<file path="config.mk">
export PLATFORM = sky130hd
export DESIGN_NAME = sucrb_regbank
export DESIGN_NICKNAME = d
export VERILOG_FILES = /design/src/pkg/sucrb_pkg.sv /design/src/rtl/sucrb_sync3.sv /design/src/rtl/sucrb_lockdet_scale.sv /design/src/rtl/sucrb_regbank.sv
export VERILOG_INCLUDE_DIRS = /design/src /design/src/pkg
export SDC_FILE = /design/constraint.sdc
export NUM_CORES = 1
export LEC_CHECK = 0
export ABC_AREA = 1
export BUFFER_PORTS_ARGS = -buffer_cell sky130_fd_sc_hd__buf_2
export CAP_MARGIN = 20
export CELL_PAD_IN_SITES_DETAIL_PLACEMENT = 1
export CELL_PAD_IN_SITES_GLOBAL_PLACEMENT = 1
export CORE_MARGIN = 4
export CORE_UTILIZATION = 37
export CTS_BUF_LIST = sky130_fd_sc_hd__clkbuf_4
export DETAILED_ROUTE_END_ITERATION = 7
export GPL_ROUTABILITY_DRIVEN = 1
export PLACE_DENSITY_LB_ADDON = 0.2
export SLEW_MARGIN = 30
export SYNTH_ARGS = -nofsm -noshare
export SYNTH_HDL_FRONTEND = slang
export SYNTH_SLANG_ARGS = --single-unit
export TNS_END_PERCENT = 30
</file>
<file path="constraint.sdc">
create_clock -name i_sys_clk -period 1.4 [get_ports i_sys_clk]
set_clock_uncertainty 0.2 [all_clocks]
set_input_delay 0.21 -clock i_sys_clk [delete_from_list [all_inputs] [get_ports i_sys_clk]]
set_output_delay 0.21 -clock i_sys_clk [all_outputs]
set_load 0.005 [all_outputs]
</file>
<file path="src/pkg/sucrb_defs.svh">
// What this block does
// - Register 0x52 holds trim field a in bits 7:5 (reset 7) and trim b in 4:2 (reset 5).
// - The 16-bit open-loop count reads as low byte at 0x6e and high byte at 0x6f, reset zero.
// - Register 0x70 holds doubler filter select 7:5 (reset 0) and bias select 1:0 (reset 3).
// - Register 0x71 holds quadrupler filter select 7:5 (reset 3) and bias select 1:0 (reset 0).
// - Bit 6 of 0x72 picks the secondary source: 0 divided output, 1 raw oscillator.
// - Bits 5:4 of 0x72 pick one of four rising power levels, resetting to the highest, 3.
// - Bit 3 of 0x72 turns the secondary output on and resets to off.
// - Bit 2 of 0x73 asks to stop the ADC clock, but the ADC enable setting overrides it.
// - Register 0x73 resets to zero, bit 1 powers down the feedback divider, 7:3 read zero.
// - Bit 0 of 0x73 divides the lock detector count by 32, giving 32, 64, 128 or 256.
// - Bit 0 of read-only 0x7c shows the lock state, other bits zero, reset zero.
// - Register 0x72 resets to 0x32 with writable reserved bit 1 and zeros in 7, 2 and 0.
`ifndef SUCRB_DEFS_SVH
`define SUCRB_DEFS_SVH

// register offsets
`define SUCRB_ADDR_TRIM 8'h52
`define SUCRB_ADDR_CNT_LO 8'h6e
`define SUCRB_ADDR_CNT_HI 8'h6f
`define SUCRB_ADDR_DBL 8'h70
`define SUCRB_ADDR_QUAD 8'h71
`define SUCRB_ADDR_SEC 8'h72
`define SUCRB_ADDR_DIV 8'h73
`define SUCRB_ADDR_LOCK 8'h7c

// reset values
`define SUCRB_RST_TRIM 8'hf4
`define SUCRB_RST_DBL 8'h03
`define SUCRB_RST_QUAD 8'h60
`define SUCRB_RST_SEC 8'h32
`define SUCRB_RST_DIV 8'h00

// writable bit masks
`define SUCRB_WMASK_TRIM 8'hfc
`define SUCRB_WMASK_DBL 8'he3
`define SUCRB_WMASK_QUAD 8'he3
`define SUCRB_WMASK_SEC 8'h7a
`define SUCRB_WMASK_DIV 8'h07

// field positions
`define SUCRB_SEC_SRC_BIT 6
`define SUCRB_SEC_PWR_LSB 4
`define SUCRB_SEC_ON_BIT 3
`define SUCRB_SEC_CPL_BIT 1
`define SUCRB_DIV_ADC_BIT 2
`define SUCRB_DIV_PD_BIT 1
`define SUCRB_DIV_PRE_BIT 0

// lock detector count scaling
`define SUCRB_LD_BASE_CYC 14'h0400
`define SUCRB_LD_PRE_SHIFT 5

`endif

</file>
<file path="src/pkg/sucrb_pkg.sv">
package sucrb_pkg;

  typedef logic [7:0] sucrb_byte_t;

  // register access request
  typedef struct packed {
    logic wr;
    logic rd;
    logic [7:0] addr;
    logic [7:0] wdata;
  } sucrb_req_s;

  // configuration fields steering the analog side
  typedef struct packed {
    logic [2:0] osc_buffer_trim_a;
    logic [2:0] osc_buffer_trim_b;
    logic [2:0] doubler_filter_select;
    logic [1:0] doubler_bias_select;
    logic [2:0] quadrupler_filter_select;
    logic [1:0] quadrupler_bias_select;
    logic secondary_output_source;
    logic [1:0] secondary_output_power;
    logic secondary_output_on;
    logic coupled_osc_reserved;
    logic feedback_divider_powerdown;
    logic lockdet_count_prescale;
  } sucrb_cfg_s;

endpackage

</file>
<file path="src/rtl/sucrb_sync3.sv">
`timescale 1ns/1ns
module sucrb_sync3 (
  // clock and reset
  input wire logic i_sys_clk,
  input wire logic i_srst,
  // asynchronous level in, filtered level out
  input wire logic i_async,
  output logic o_level
);

  logic [2:0] sh_reg;
  logic [2:0] sh_next;
  logic lvl_reg;
  logic lvl_next;

  // shift chain, level accepted once stages two and three agree
  always_comb begin
    sh_next = {sh_reg[1:0], i_async};
    lvl_next = (sh_reg[1] == sh_reg[2]) ? sh_reg[2] : lvl_reg;
  end

  always_ff @(posedge i_sys_clk) begin
    if (i_srst) begin
      sh_reg <= 3'h0;
      lvl_reg <= 1'h0;
    end else begin
      sh_reg <= sh_next;
      lvl_reg <= lvl_next;
    end
  end

  assign o_level = lvl_reg;

endmodule // sucrb_sync3

</file>
<file path="src/rtl/sucrb_lockdet_scale.sv">
`timescale 1ns/1ns
`include "sucrb_defs.svh"
module sucrb_lockdet_scale (
  // clock and reset
  input wire logic i_sys_clk,
  input wire logic i_srst,
  // count selection and prescale
  input wire logic [1:0] i_sel,
  input wire logic i_prescale,
  // resulting lock detector count in cycles
  output logic [13:0] o_cycles
);

  logic [13:0] cyc_reg;
  logic [13:0] cyc_next;
  logic [13:0] base;

  // base count doubles per select step, prescale divides by 32
  always_comb begin
    base = `SUCRB_LD_BASE_CYC << i_sel;
    cyc_next = i_prescale ? (base >> `SUCRB_LD_PRE_SHIFT) : base;
  end

  always_ff @(posedge i_sys_clk) begin
    if (i_srst) begin
      cyc_reg <= `SUCRB_LD_BASE_CYC;
    end else begin
      cyc_reg <= cyc_next;
    end
  end

  assign o_cycles = cyc_reg;

endmodule // sucrb_lockdet_scale

</file>
<file path="src/rtl/sucrb_regbank.sv">
`timescale 1ns/1ns
`include "sucrb_defs.svh"
module sucrb_regbank
  import sucrb_pkg::*;
(
  // clock and reset
  input wire logic i_sys_clk,
  input wire logic i_srst,
  // register access from the serial interface
  input wire sucrb_req_s i_req,
  output sucrb_byte_t o_reg_rdata,
  output logic o_reg_rvalid,
  // status from the analog side and lower registers
  input wire logic i_lock_detect,
  input wire logic [15:0] i_osc_count,
  input wire logic i_osc_count_toggle,
  input wire logic i_adc_enable,
  input wire logic [1:0] i_lockdet_count_select,
  // controls to the analog side
  output sucrb_cfg_s o_cfg,
  output logic o_adc_clk_off,
  output logic [13:0] o_lockdet_cycles
);

  // write merge keeping read-only bits
  function automatic sucrb_byte_t merge(input sucrb_byte_t old_v, input sucrb_byte_t new_v,
                                        input sucrb_byte_t mask);
    merge = (old_v & ~mask) | (new_v & mask);
  endfunction

  // address match for a write
  function automatic logic wr_hit(input sucrb_req_s r, input sucrb_byte_t a);
    wr_hit = r.wr && (r.addr == a);
  endfunction

  // control registers
  sucrb_byte_t trim_reg;
  sucrb_byte_t trim_next;
  sucrb_byte_t dbl_reg;
  sucrb_byte_t dbl_next;
  sucrb_byte_t quad_reg;
  sucrb_byte_t quad_next;
  sucrb_byte_t sec_reg;
  sucrb_byte_t sec_next;
  sucrb_byte_t div_reg;
  sucrb_byte_t div_next;
  logic adc_off_reg;
  logic adc_off_next;

  // status registers
  logic [15:0] cnt_reg;
  logic [15:0] cnt_next;
  logic tog_seen_reg;
  logic tog_seen_next;
  logic lock_sync;
  logic tog_sync;

  // read port
  sucrb_byte_t rdata_reg;
  sucrb_byte_t rdata_next;
  logic rvalid_reg;
  logic rvalid_next;

  // filtered lock pin
  sucrb_sync3 u_lock_sync (
    .i_sys_clk(i_sys_clk),
    .i_srst(i_srst),
    .i_async(i_lock_detect),
    .o_level(lock_sync)
  );

  // filtered count-ready toggle
  sucrb_sync3 u_tog_sync (
    .i_sys_clk(i_sys_clk),
    .i_srst(i_srst),
    .i_async(i_osc_count_toggle),
    .o_level(tog_sync)
  );

  // lock detector cycle count
  sucrb_lockdet_scale u_ld_scale (
    .i_sys_clk(i_sys_clk),
    .i_srst(i_srst),
    .i_sel(i_lockdet_count_select),
    .i_prescale(div_reg[`SUCRB_DIV_PRE_BIT]),
    .o_cycles(o_lockdet_cycles)
  );

  // control register writes, read-only bits masked off
  always_comb begin
    trim_next = trim_reg;
    dbl_next = dbl_reg;
    quad_next = quad_reg;
    sec_next = sec_reg;
    div_next = div_reg;
    if (wr_hit(i_req, `SUCRB_ADDR_TRIM)) begin
      trim_next = merge(trim_reg, i_req.wdata, `SUCRB_WMASK_TRIM);
    end
    if (wr_hit(i_req, `SUCRB_ADDR_DBL)) begin
      dbl_next = merge(dbl_reg, i_req.wdata, `SUCRB_WMASK_DBL);
    end
    if (wr_hit(i_req, `SUCRB_ADDR_QUAD)) begin
      quad_next = merge(quad_reg, i_req.wdata, `SUCRB_WMASK_QUAD);
    end
    if (wr_hit(i_req, `SUCRB_ADDR_SEC)) begin
      sec_next = merge(sec_reg, i_req.wdata, `SUCRB_WMASK_SEC);
    end
    if (wr_hit(i_req, `SUCRB_ADDR_DIV)) begin
      div_next = merge(div_reg, i_req.wdata, `SUCRB_WMASK_DIV);
    end
    // adc enable wins over the disable request
    adc_off_next = div_next[`SUCRB_DIV_ADC_BIT] && !i_adc_enable;
  end

  always_ff @(posedge i_sys_clk) begin
    if (i_srst) begin
      trim_reg <= `SUCRB_RST_TRIM;
      dbl_reg <= `SUCRB_RST_DBL;
      quad_reg <= `SUCRB_RST_QUAD;
      sec_reg <= `SUCRB_RST_SEC;
      div_reg <= `SUCRB_RST_DIV;
      adc_off_reg <= 1'h0;
    end else begin
      trim_reg <= trim_next;
      dbl_reg <= dbl_next;
      quad_reg <= quad_next;
      sec_reg <= sec_next;
      div_reg <= div_next;
      adc_off_reg <= adc_off_next;
    end
  end

  // count capture on each toggle change, bus writes never reach it
  always_comb begin
    tog_seen_next = tog_sync;
    cnt_next = cnt_reg;
    if (tog_sync != tog_seen_reg) begin
      cnt_next = i_osc_count;
    end
  end

  always_ff @(posedge i_sys_clk) begin
    if (i_srst) begin
      cnt_reg <= 16'h0000;
      tog_seen_reg <= 1'h0;
    end else begin
      cnt_reg <= cnt_next;
      tog_seen_reg <= tog_seen_next;
    end
  end

  // read mux, unmapped offsets return zero
  always_comb begin
    rvalid_next = i_req.rd;
    rdata_next = rdata_reg;
    if (i_req.rd) begin
      case (i_req.addr)
        `SUCRB_ADDR_TRIM: rdata_next = trim_reg;
        `SUCRB_ADDR_CNT_LO: rdata_next = cnt_reg[7:0];
        `SUCRB_ADDR_CNT_HI: rdata_next = cnt_reg[15:8];
        `SUCRB_ADDR_DBL: rdata_next = dbl_reg;
        `SUCRB_ADDR_QUAD: rdata_next = quad_reg;
        `SUCRB_ADDR_SEC: rdata_next = sec_reg;
        `SUCRB_ADDR_DIV: rdata_next = div_reg;
        `SUCRB_ADDR_LOCK: rdata_next = {7'h00, lock_sync};
        default: rdata_next = 8'h00;
      endcase
    end
  end

  always_ff @(posedge i_sys_clk) begin
    if (i_srst) begin
      rdata_reg <= 8'h00;
      rvalid_reg <= 1'h0;
    end else begin
      rdata_reg <= rdata_next;
      rvalid_reg <= rvalid_next;
    end
  end

  // outputs, all taken from register bits
  assign o_reg_rdata = rdata_reg;
  assign o_reg_rvalid = rvalid_reg;
  assign o_adc_clk_off = adc_off_reg;
  assign o_cfg.osc_buffer_trim_a = trim_reg[7:5];
  assign o_cfg.osc_buffer_trim_b = trim_reg[4:2];
  assign o_cfg.doubler_filter_select = dbl_reg[7:5];
  assign o_cfg.doubler_bias_select = dbl_reg[1:0];
  assign o_cfg.quadrupler_filter_select = quad_reg[7:5];
  assign o_cfg.quadrupler_bias_select = quad_reg[1:0];
  assign o_cfg.secondary_output_source = sec_reg[`SUCRB_SEC_SRC_BIT];
  assign o_cfg.secondary_output_power = sec_reg[`SUCRB_SEC_PWR_LSB +: 2];
  assign o_cfg.secondary_output_on = sec_reg[`SUCRB_SEC_ON_BIT];
  assign o_cfg.coupled_osc_reserved = sec_reg[`SUCRB_SEC_CPL_BIT];
  assign o_cfg.feedback_divider_powerdown = div_reg[`SUCRB_DIV_PD_BIT];
  assign o_cfg.lockdet_count_prescale = div_reg[`SUCRB_DIV_PRE_BIT];
endmodule // sucrb_regbank

</file>
Word level (Yosys, flattened, before mapping) --
Cells that the tools add are included.
Storage, ports and cells: flip-flop bits (word level) 89, bits in latches 0, memory bits (writable) 0, memory bits (read-only) 0, bits of input ports 41, word-level logic and storage cells 45, memories 0
Cells by class: add/sub/neg operators 0, multiply operators 0, div/mod/pow operators 0, $lt $le $gt $ge 0, equal/unequal tests 11, shift operators 1, muxes and demuxes 3, bitwise operators 5, reductions and logical operators 8
Operators by type and width (count):
- 8-bit by 7-bit == test with 1-bit output (second input constant) | 8
- 8-bit one-hot mux with 8 select lines | 1
- 5-bit by 8-bit bitwise OR with 8-bit output | 2
- 11-bit by 2-bit left shift with 14-bit output (first input constant) | 1
- 11-bit two-way mux | 1
- 2-bit by 8-bit bitwise OR with 8-bit output | 1
- 8-bit by 3-bit bitwise OR with 8-bit output | 1
- 8-bit by 7-bit bitwise OR with 8-bit output | 1
- 1-bit logical AND | 6
- 3-bit two-way mux | 1
- 1-bit == test | 2
- 2-bit OR reduction | 1
- 1-bit zero test | 1
- 1-bit inequality test | 1

Longest topological paths before layout --
Gate-level depths: netlist (run 1).
depth after elaboration 4, gate-level depth with buffers 10, mapped depth without buffers 9

Hierarchy --
A second synthesis (run 1) with hierarchy kept.
Unflattened totals: cells, all modules 390, area, all modules 2859.0 um^2
Modules (own cells, without submodules):
- sucrb_regbank | instances 1, cells each 329, area an instance 2329.7 um^2
- sucrb_lockdet_scale | instances 1, cells each 35, area an instance 286.5 um^2
- sucrb_sync3 | instances 2, cells each 13, area an instance 121.4 um^2

Least setup slack after synthesis (run 1) --
OpenSTA, ideal clock, no wires.
path type input -> register, from input i_req[15] in the netlist's numbering, to register div_reg[2], arrival 0.993 ns, required time 1.069 ns, slack 0.076 ns, stages 7, path buffers 1, cell sequence inv_1 nand2_2 nor2_8 buf_8 nand3_2 nor2_1 nor3_1
On the way: longest elaborated chain between the ends 3
Ends and longest elaborated chain:
- start: declaration | RTL line sucrb_regbank.sv:10 | input wire sucrb_req_s i_req,
- 8-bit by 7-bit == test with 1-bit output | RTL line sucrb_regbank.sv:33 | wr_hit = r.wr && (r.addr == a);
- 1-bit logical AND | RTL line sucrb_regbank.sv:33
- 3-bit two-way mux | RTL line sucrb_regbank.sv:108 | if (wr_hit(i_req, `SUCRB_ADDR_DIV)) begin
- end signal: assignment | RTL line sucrb_regbank.sv:121 | div_reg <= `SUCRB_RST_DIV;
- end signal: assignment | RTL line sucrb_regbank.sv:128 | div_reg <= div_next;
- end: declaration | RTL line sucrb_regbank.sv:45 | sucrb_byte_t div_reg;
No other way between the ends. A chain may end at the register's enable or synchronous reset.

Final worst setup path (run 1) --
from input i_osc_count_toggle, to register u_tog_sync.sh_reg[0]
RTL lines:
- start: declaration | RTL line sucrb_regbank.sv:16 | input wire logic i_osc_count_toggle,
- end signal: assignment | RTL line sucrb_sync3.sv:27 | sh_reg <= sh_next;
- end: declaration | RTL line sucrb_sync3.sv:11 | logic [2:0] sh_reg;
No word-level cell between the ends.

==> results of run 1 <==
cell type report:
type	count	area (um^2)	area share
multi-input combinational	250	1210	0.297
inverter	52	195	0.0480
clock buffer	10	75.1	0.0185
sequential	67	1370	0.336
tap	99	124	0.0304
clock inverter	6	138	0.0338
timing repair buffer	136	961	0.236
logic make-up (layout without fill, tap and decap cells):
group                  after synthesis  count (layout)  share of synthesized area
AND/OR/NAND/NOR                    171             171                      0.281
XOR/XNOR                             1               1                    0.00308
buffers and inverters               72             204                      0.112
other                                1               6                    0.00132
AO/OA/AOI/OAI                       72              72                      0.130
flip-flops                          67              67                      0.472
through the flow:
stage                util  setup TNS (ns)  setup slack [ns]  total power (uW)
finish              0.552               0            0.0414              4110
global route        0.552         -0.0273           -0.0261              4280
CTS                 0.548               0           0.00389              4150
global placement    0.468           -2.92            -0.243              2230
detailed placement  0.468           -3.91            -0.305              2230
floorplan               -               0            0.0755              2100
per-layer routing:
metal  vias up  part of all wire  GRT usage
met5         -                 0          0
met4         0             0.018     0.0557
met3        15             0.048     0.0568
met2        67              0.50      0.371
met1      1351              0.43      0.246
li1       1484                 -          -
worst max-delay path, delay by kind of cell:
| family | cells | cell delay [ns] |
|---|---|---|
| buf+inv | 4 | 1.24 |
| simple gates | 1 | 0.03 |
worst max-delay path by stage:
stage	to	cells past startpoint	startpoint	slack (ns)
after floorplan	div_reg[2]	7	i_req[15]	0.08
after CTS	o_cfg[14]	1	dbl_reg[5]	0.004
after global placement	o_reg_rdata[5]	10	i_req[15]	-0.24
final	u_tog_sync.sh_reg[0]	5	i_osc_count_toggle	0.04
after global routing	o_reg_rdata[5]	10	i_req[15]	-0.03
after detailed placement	o_reg_rdata[5]	10	i_req[15]	-0.30
repair_timing:
item,4_1_cts,5_1_grt
gates resized for setup,6,14
endpoints found under the hold margin,65,15
setup endpoints to repair,6,26
gates cloned,0,0
synthesized netlist by cell type, types with 3 or more instances:
| cell | instances | share of area |
|---|---|---|
| nand2_1 | 71 | 0.094 |
| dfxtp_1 | 67 | 0.47 |
| inv_1 | 47 | 0.062 |
| nand3_1 | 43 | 0.076 |
| a21oi_1 | 36 | 0.063 |
| nor2_1 | 31 | 0.041 |
| o21ai_0 | 29 | 0.051 |
| buf_4 | 9 | 0.024 |
| nor3_1 | 8 | 0.014 |
| clkbuf_1 | 7 | 0.0093 |
| nand2_2 | 5 | 0.011 |
| inv_2 | 4 | 0.0053 |
| nor2_4 | 4 | 0.016 |
| o21ai_1 | 4 | 0.0070 |
| nor2_2 | 3 | 0.0066 |
power breakdown:
group / switching [uW] / internal [uW] / total (uW)
combinational: 172 / 165 / 338
clock: 734 / 1110 / 1840
sequential: 7.71 / 1920 / 1930
total: 914 / 3200 / 4110
==> impl_results.md, run 1 <==
- Failing checks: negative hold slack
- Die Y: 95.6 um
- Register bit total from synthesis: 67
- Most frequent cells in the layout: 81 x buf_2, 71 x nand2_1, 51 x dfxtp_1, 47 x inv_1, 43 x nand3_1
- Hold bufs inserted after CTS: 37
- Worst hold path depth: 3
- Routed Antenna Nets: 0
- Power density cells: 1010 nW/um^2
- Outcome: finished, violations left
- Max-slew violation count: 0
- Hold Path Class: input pin to flip-flop
- Ys flop type: dfxtp_1
- Peak supply drop: 0.932 mV
- Clock transition at path regs: 0.13 ns
- Crit path cell chain: dlygate4sd3_1 > buf_2 > inv_1 > nor2_1 > dlygate4sd3_1
- Crit path launch type: input pin
- Ant. Diodes: 0
- Layout cells sized above 1: 0.298
- Vias in the first global route: 2942
- Root Buffer: clkbuf_4
- CP required: 1.51 ns
- Post-synthesis cell count: 384
- # clock sinks: 67
- Crit-path max cell delay: about 0.55 ns
- DPL Wire Length: 6510 um
- Overflow after GRT: 0
- Via Count: 2917
- Number of fill cells: 942
- GP Congestion: 0.794
- H-tree levels: 3
- Fin. Hold Viols: 12
- Die area: 9140 um^2
- Total track usage: 0.209
- Slowest CP cell: dlygate4sd3_1
- Avg Synthesized Cell Area: around 7.4 um^2
- Most frequent CP cell: dlygate4sd3_1
- I/O pin cnt: 88
- Initial antenna violation count: 0
- Post-synthesis cell area: between 2000 and 3000 um^2
- Nets: approximately 560
- Initial DRC count: 108
- CTS Buffer Depth: 2
- Synth cell types: 27
- Arrival @ worst endpoint: 1.47 ns
- Leak: 0.00196 uW
- # rows: 31
- Max reg flops: 16
- Worst R2R Start: u_tog_sync.o_level
- Worst-path fanout max: 1
- CORE AREA: 7370 um^2
- Final Non-Filler Cells: 620
- TritonCTS buffer count: 9
- Final wirelength: 9060 um
- Max-cap violations: 0
- P&R area growth vs syn: 43.3%
- Worst r2r dst: cnt_reg[2]
- Die X: 95.6 um
- Hold EP: dbl_reg[6]
- Final worst hold slack: -0.0312 ns
- TritonRoute pass-1 iters: 4
- Fmax: 736 MHz
- Async SR Flop Fraction: 0
- Port bufs: 81
- Final setup viols: 0
- Seq/Total Area, Yosys: 0.472
- Post-synth EDFFs: 0
- Commonest non-fill, non-tap cell in the layout: buf_2
- Avg WL per Cell: 14.6 um
- Inst Count DP: ~570
- DRC viols: 0
- Skew-Pair Late Insertion Delay: 0.42 ns
- DP Area: 3450 um^2
- Post-route cell area: a little over 4000 um^2
- Worst Reg-to-Reg Cells: 4
- CTS tree: yes
- Ys Warns: 0
- Final Cycle Share: 0.970
- Initial core utilization: 0.385
- RSZ-0062 raised after global routing: true
- Reg2reg setup slack: around 0.090 ns
- Hold Crit Start: i_srst
- Via density: 4.70
- Type of element capturing the critical path: flip-flop
- Setup repair bufs after CTS: 0
- Crit path kind: input pin to flip-flop
- First-pass GRT wire length: 14500 um
- Largest net degree at the start of global routing: 36
- Final min period: 1.36 ns
Power figures use the tool's default switching activity.
==> run 2, diff against run 1 <==
- CORE_UTILIZATION: 37 -> 36
- CTS_BUF_LIST: sky130_fd_sc_hd__clkbuf_4 -> sky130_fd_sc_hd__clkbuf_16
==> impl_results.md, run 2 (same netlist as run 1, synthesis figures left out) <==
- TritonCTS buffer count: 9
- Power density cells: 1110 nW/um^2
- Fin. Hold Viols: 0
- Nets: 553
- Overflow after GRT: 0
- Max-cap violations: 0
- Worst-path fanout max: 12
- Arrival @ worst endpoint: 1.39 ns
- Port bufs: around 80
- Die X: 96.8 um
- Crit path kind: input pin to flip-flop
- Reg2reg setup slack: 0.15 ns
- Hold Path Class: input pin to flip-flop
- First-pass GRT wire length: ~15000 um
- Final min period: 1.32 ns
- Die Y: about 97 um
- Worst Reg-to-Reg Cells: 4
- Type of element capturing the critical path: flip-flop
- Avg WL per Cell: about 14 um
- Final Non-Filler Cells: about 620
- Hold EP: u_tog_sync.sh_reg[1]
- CTS Buffer Depth: 2
- Final Cycle Share: 0.946
- Outcome: complete, no violations
- I/O pin cnt: 88
- # rows: 32
- Via density: 4.74
- Setup TNS: 0 ns
- Worst r2r dst: cnt_reg[8]
- Hold Crit Start: i_srst
- Max reg flops: 16
- Initial antenna violation count: 0
- CTS tree: yes
- DPL Wire Length: ~6600 um
- Initial core utilization: 0.369
- DRC viols: 0
- Most frequent cells in the layout: 81 x buf_2, 71 x nand2_1, 66 x dfxtp_1, 46 x inv_1, 43 x nand3_1
- H-tree levels: 3
- Multi-input logic area: 1210 um^2
- GP Congestion: about 0.8
- # clock sinks: 67
- DP Area: approximately 3500 um^2
- Setup repair bufs after CTS: 0
- RSZ-0062 raised after global routing: true
- Die area: 9370 um^2
- Post-layout power: 4530 uW
- Post-route cell area: 4090 um^2
- Number of fill cells: 985
- Reg area: 1340 um^2
- Clock transition at path regs: 0.06 ns
- Worst hold path depth: 3
- Root Buffer: clkbuf_16
- Final wirelength: 8830 um
- Ant. Diodes: 0
- Peak supply drop: approximately 0.7 mV
- Max-slew violation count: 0
- Via Count: about 3000
- Skew-Pair Late Insertion Delay: 0.33 ns
- TritonRoute pass-1 iters: 4
- Crit path launch type: input pin
- P&R area growth vs syn: 44.0%
- Post-layout util: 0.532
- Initial DRC count: a little under 90
- Inst Count DP: 574
- Routed Antenna Nets: 0
- CORE AREA: 7690 um^2
- Fmax: 755 MHz
- CP required: 1.46 ns
- Leak: 0.00196 uW
- Final setup viols: 0
- Layout cells sized above 1: 0.279
- Commonest non-fill, non-tap cell in the layout: buf_2
- Largest net degree at the start of global routing: 36
- Worst R2R Start: tog_seen_reg
- Vias in the first global route: around 3000
- Total track usage: 0.194
## run 2: changes by cell type in the layout (fill, tap and decap cells not counted), sizes merged
cell,delta
dlygate4sd3,-8
buf,+4
bufinv,-3
clkinvlp,+2
inv,+2
clkbuf,-1
## run 2: timing repair
item,4_1_cts,5_1_grt
hold buffers,29,0
gates resized for setup,0,4
endpoints found under the setup margin,0,17
hold endpoints to repair,45,0
## run 2: per-layer routing
metal / wire, um / part of all wire / vias up / global-route usage
met1: 3800 / 0.43 / 1371 / 0.240
met5: 0 / 0 / - / 0
met3: 427 / 0.048 / 9 / 0.0411
li1: - / - / 1484 / -
met2: 4460 / 0.51 / 73 / 0.330
met4: 140 / 0.016 / 0 / 0.0745
## run 2: cell type report
cell class | count | area share
inverter | 52 | 0.0477
multi-input combinational | 250 | 0.296
timing repair buffer | 132 | 0.223
clock inverter | 7 | 0.0187
tap | 102 | 0.0312
clock buffer | 9 | 0.0551
sequential | 67 | 0.328
## run 2: report_power, final
group,internal [uW],switching [uW]
Clock,1390,892
Sequential,1930,7.82
Combinational,153,164
Total,3470,1060
## run 2: critical path, stage by stage
cell     delay [ns]
buf_2          0.10
inv_1          0.07
nand2_2        0.13
nor2_8         0.21
nand2_2        0.12
o21ai_0        0.23
inv_1          0.08
nand2_1        0.08
nand2_1        0.06
a21oi_2        0.10
## run 2: worst max-delay path by stage
stage / startpoint / end / slack (ns) / depth (start not counted)
detailed placement: i_req[15] / trim_reg[2] / -0.27 / 8
global placement: i_req[15] / trim_reg[6] / -0.24 / 8
finish: i_req[15] / o_reg_rdata[6] / 0.08 / 10
global route: i_req[15] / o_reg_rdata[6] / -0.02 / 10
floorplan: i_req[15] / div_reg[2] / 0.08 / 7
CTS: u_tog_sync.o_level / cnt_reg[14] / 0.04 / 4
## run 2: per-stage QoR
step	setup WS (ns)	hold slack, ns
6_report	0.0751	0.0311
5_1_grt	-0.0159	0.0526
4_1_cts	0.0449	0.0336
3_5_place_dp	-0.267	0.194
3_3_place_gp	-0.235	0.190
2_1_floorplan	0.0755	0.0833
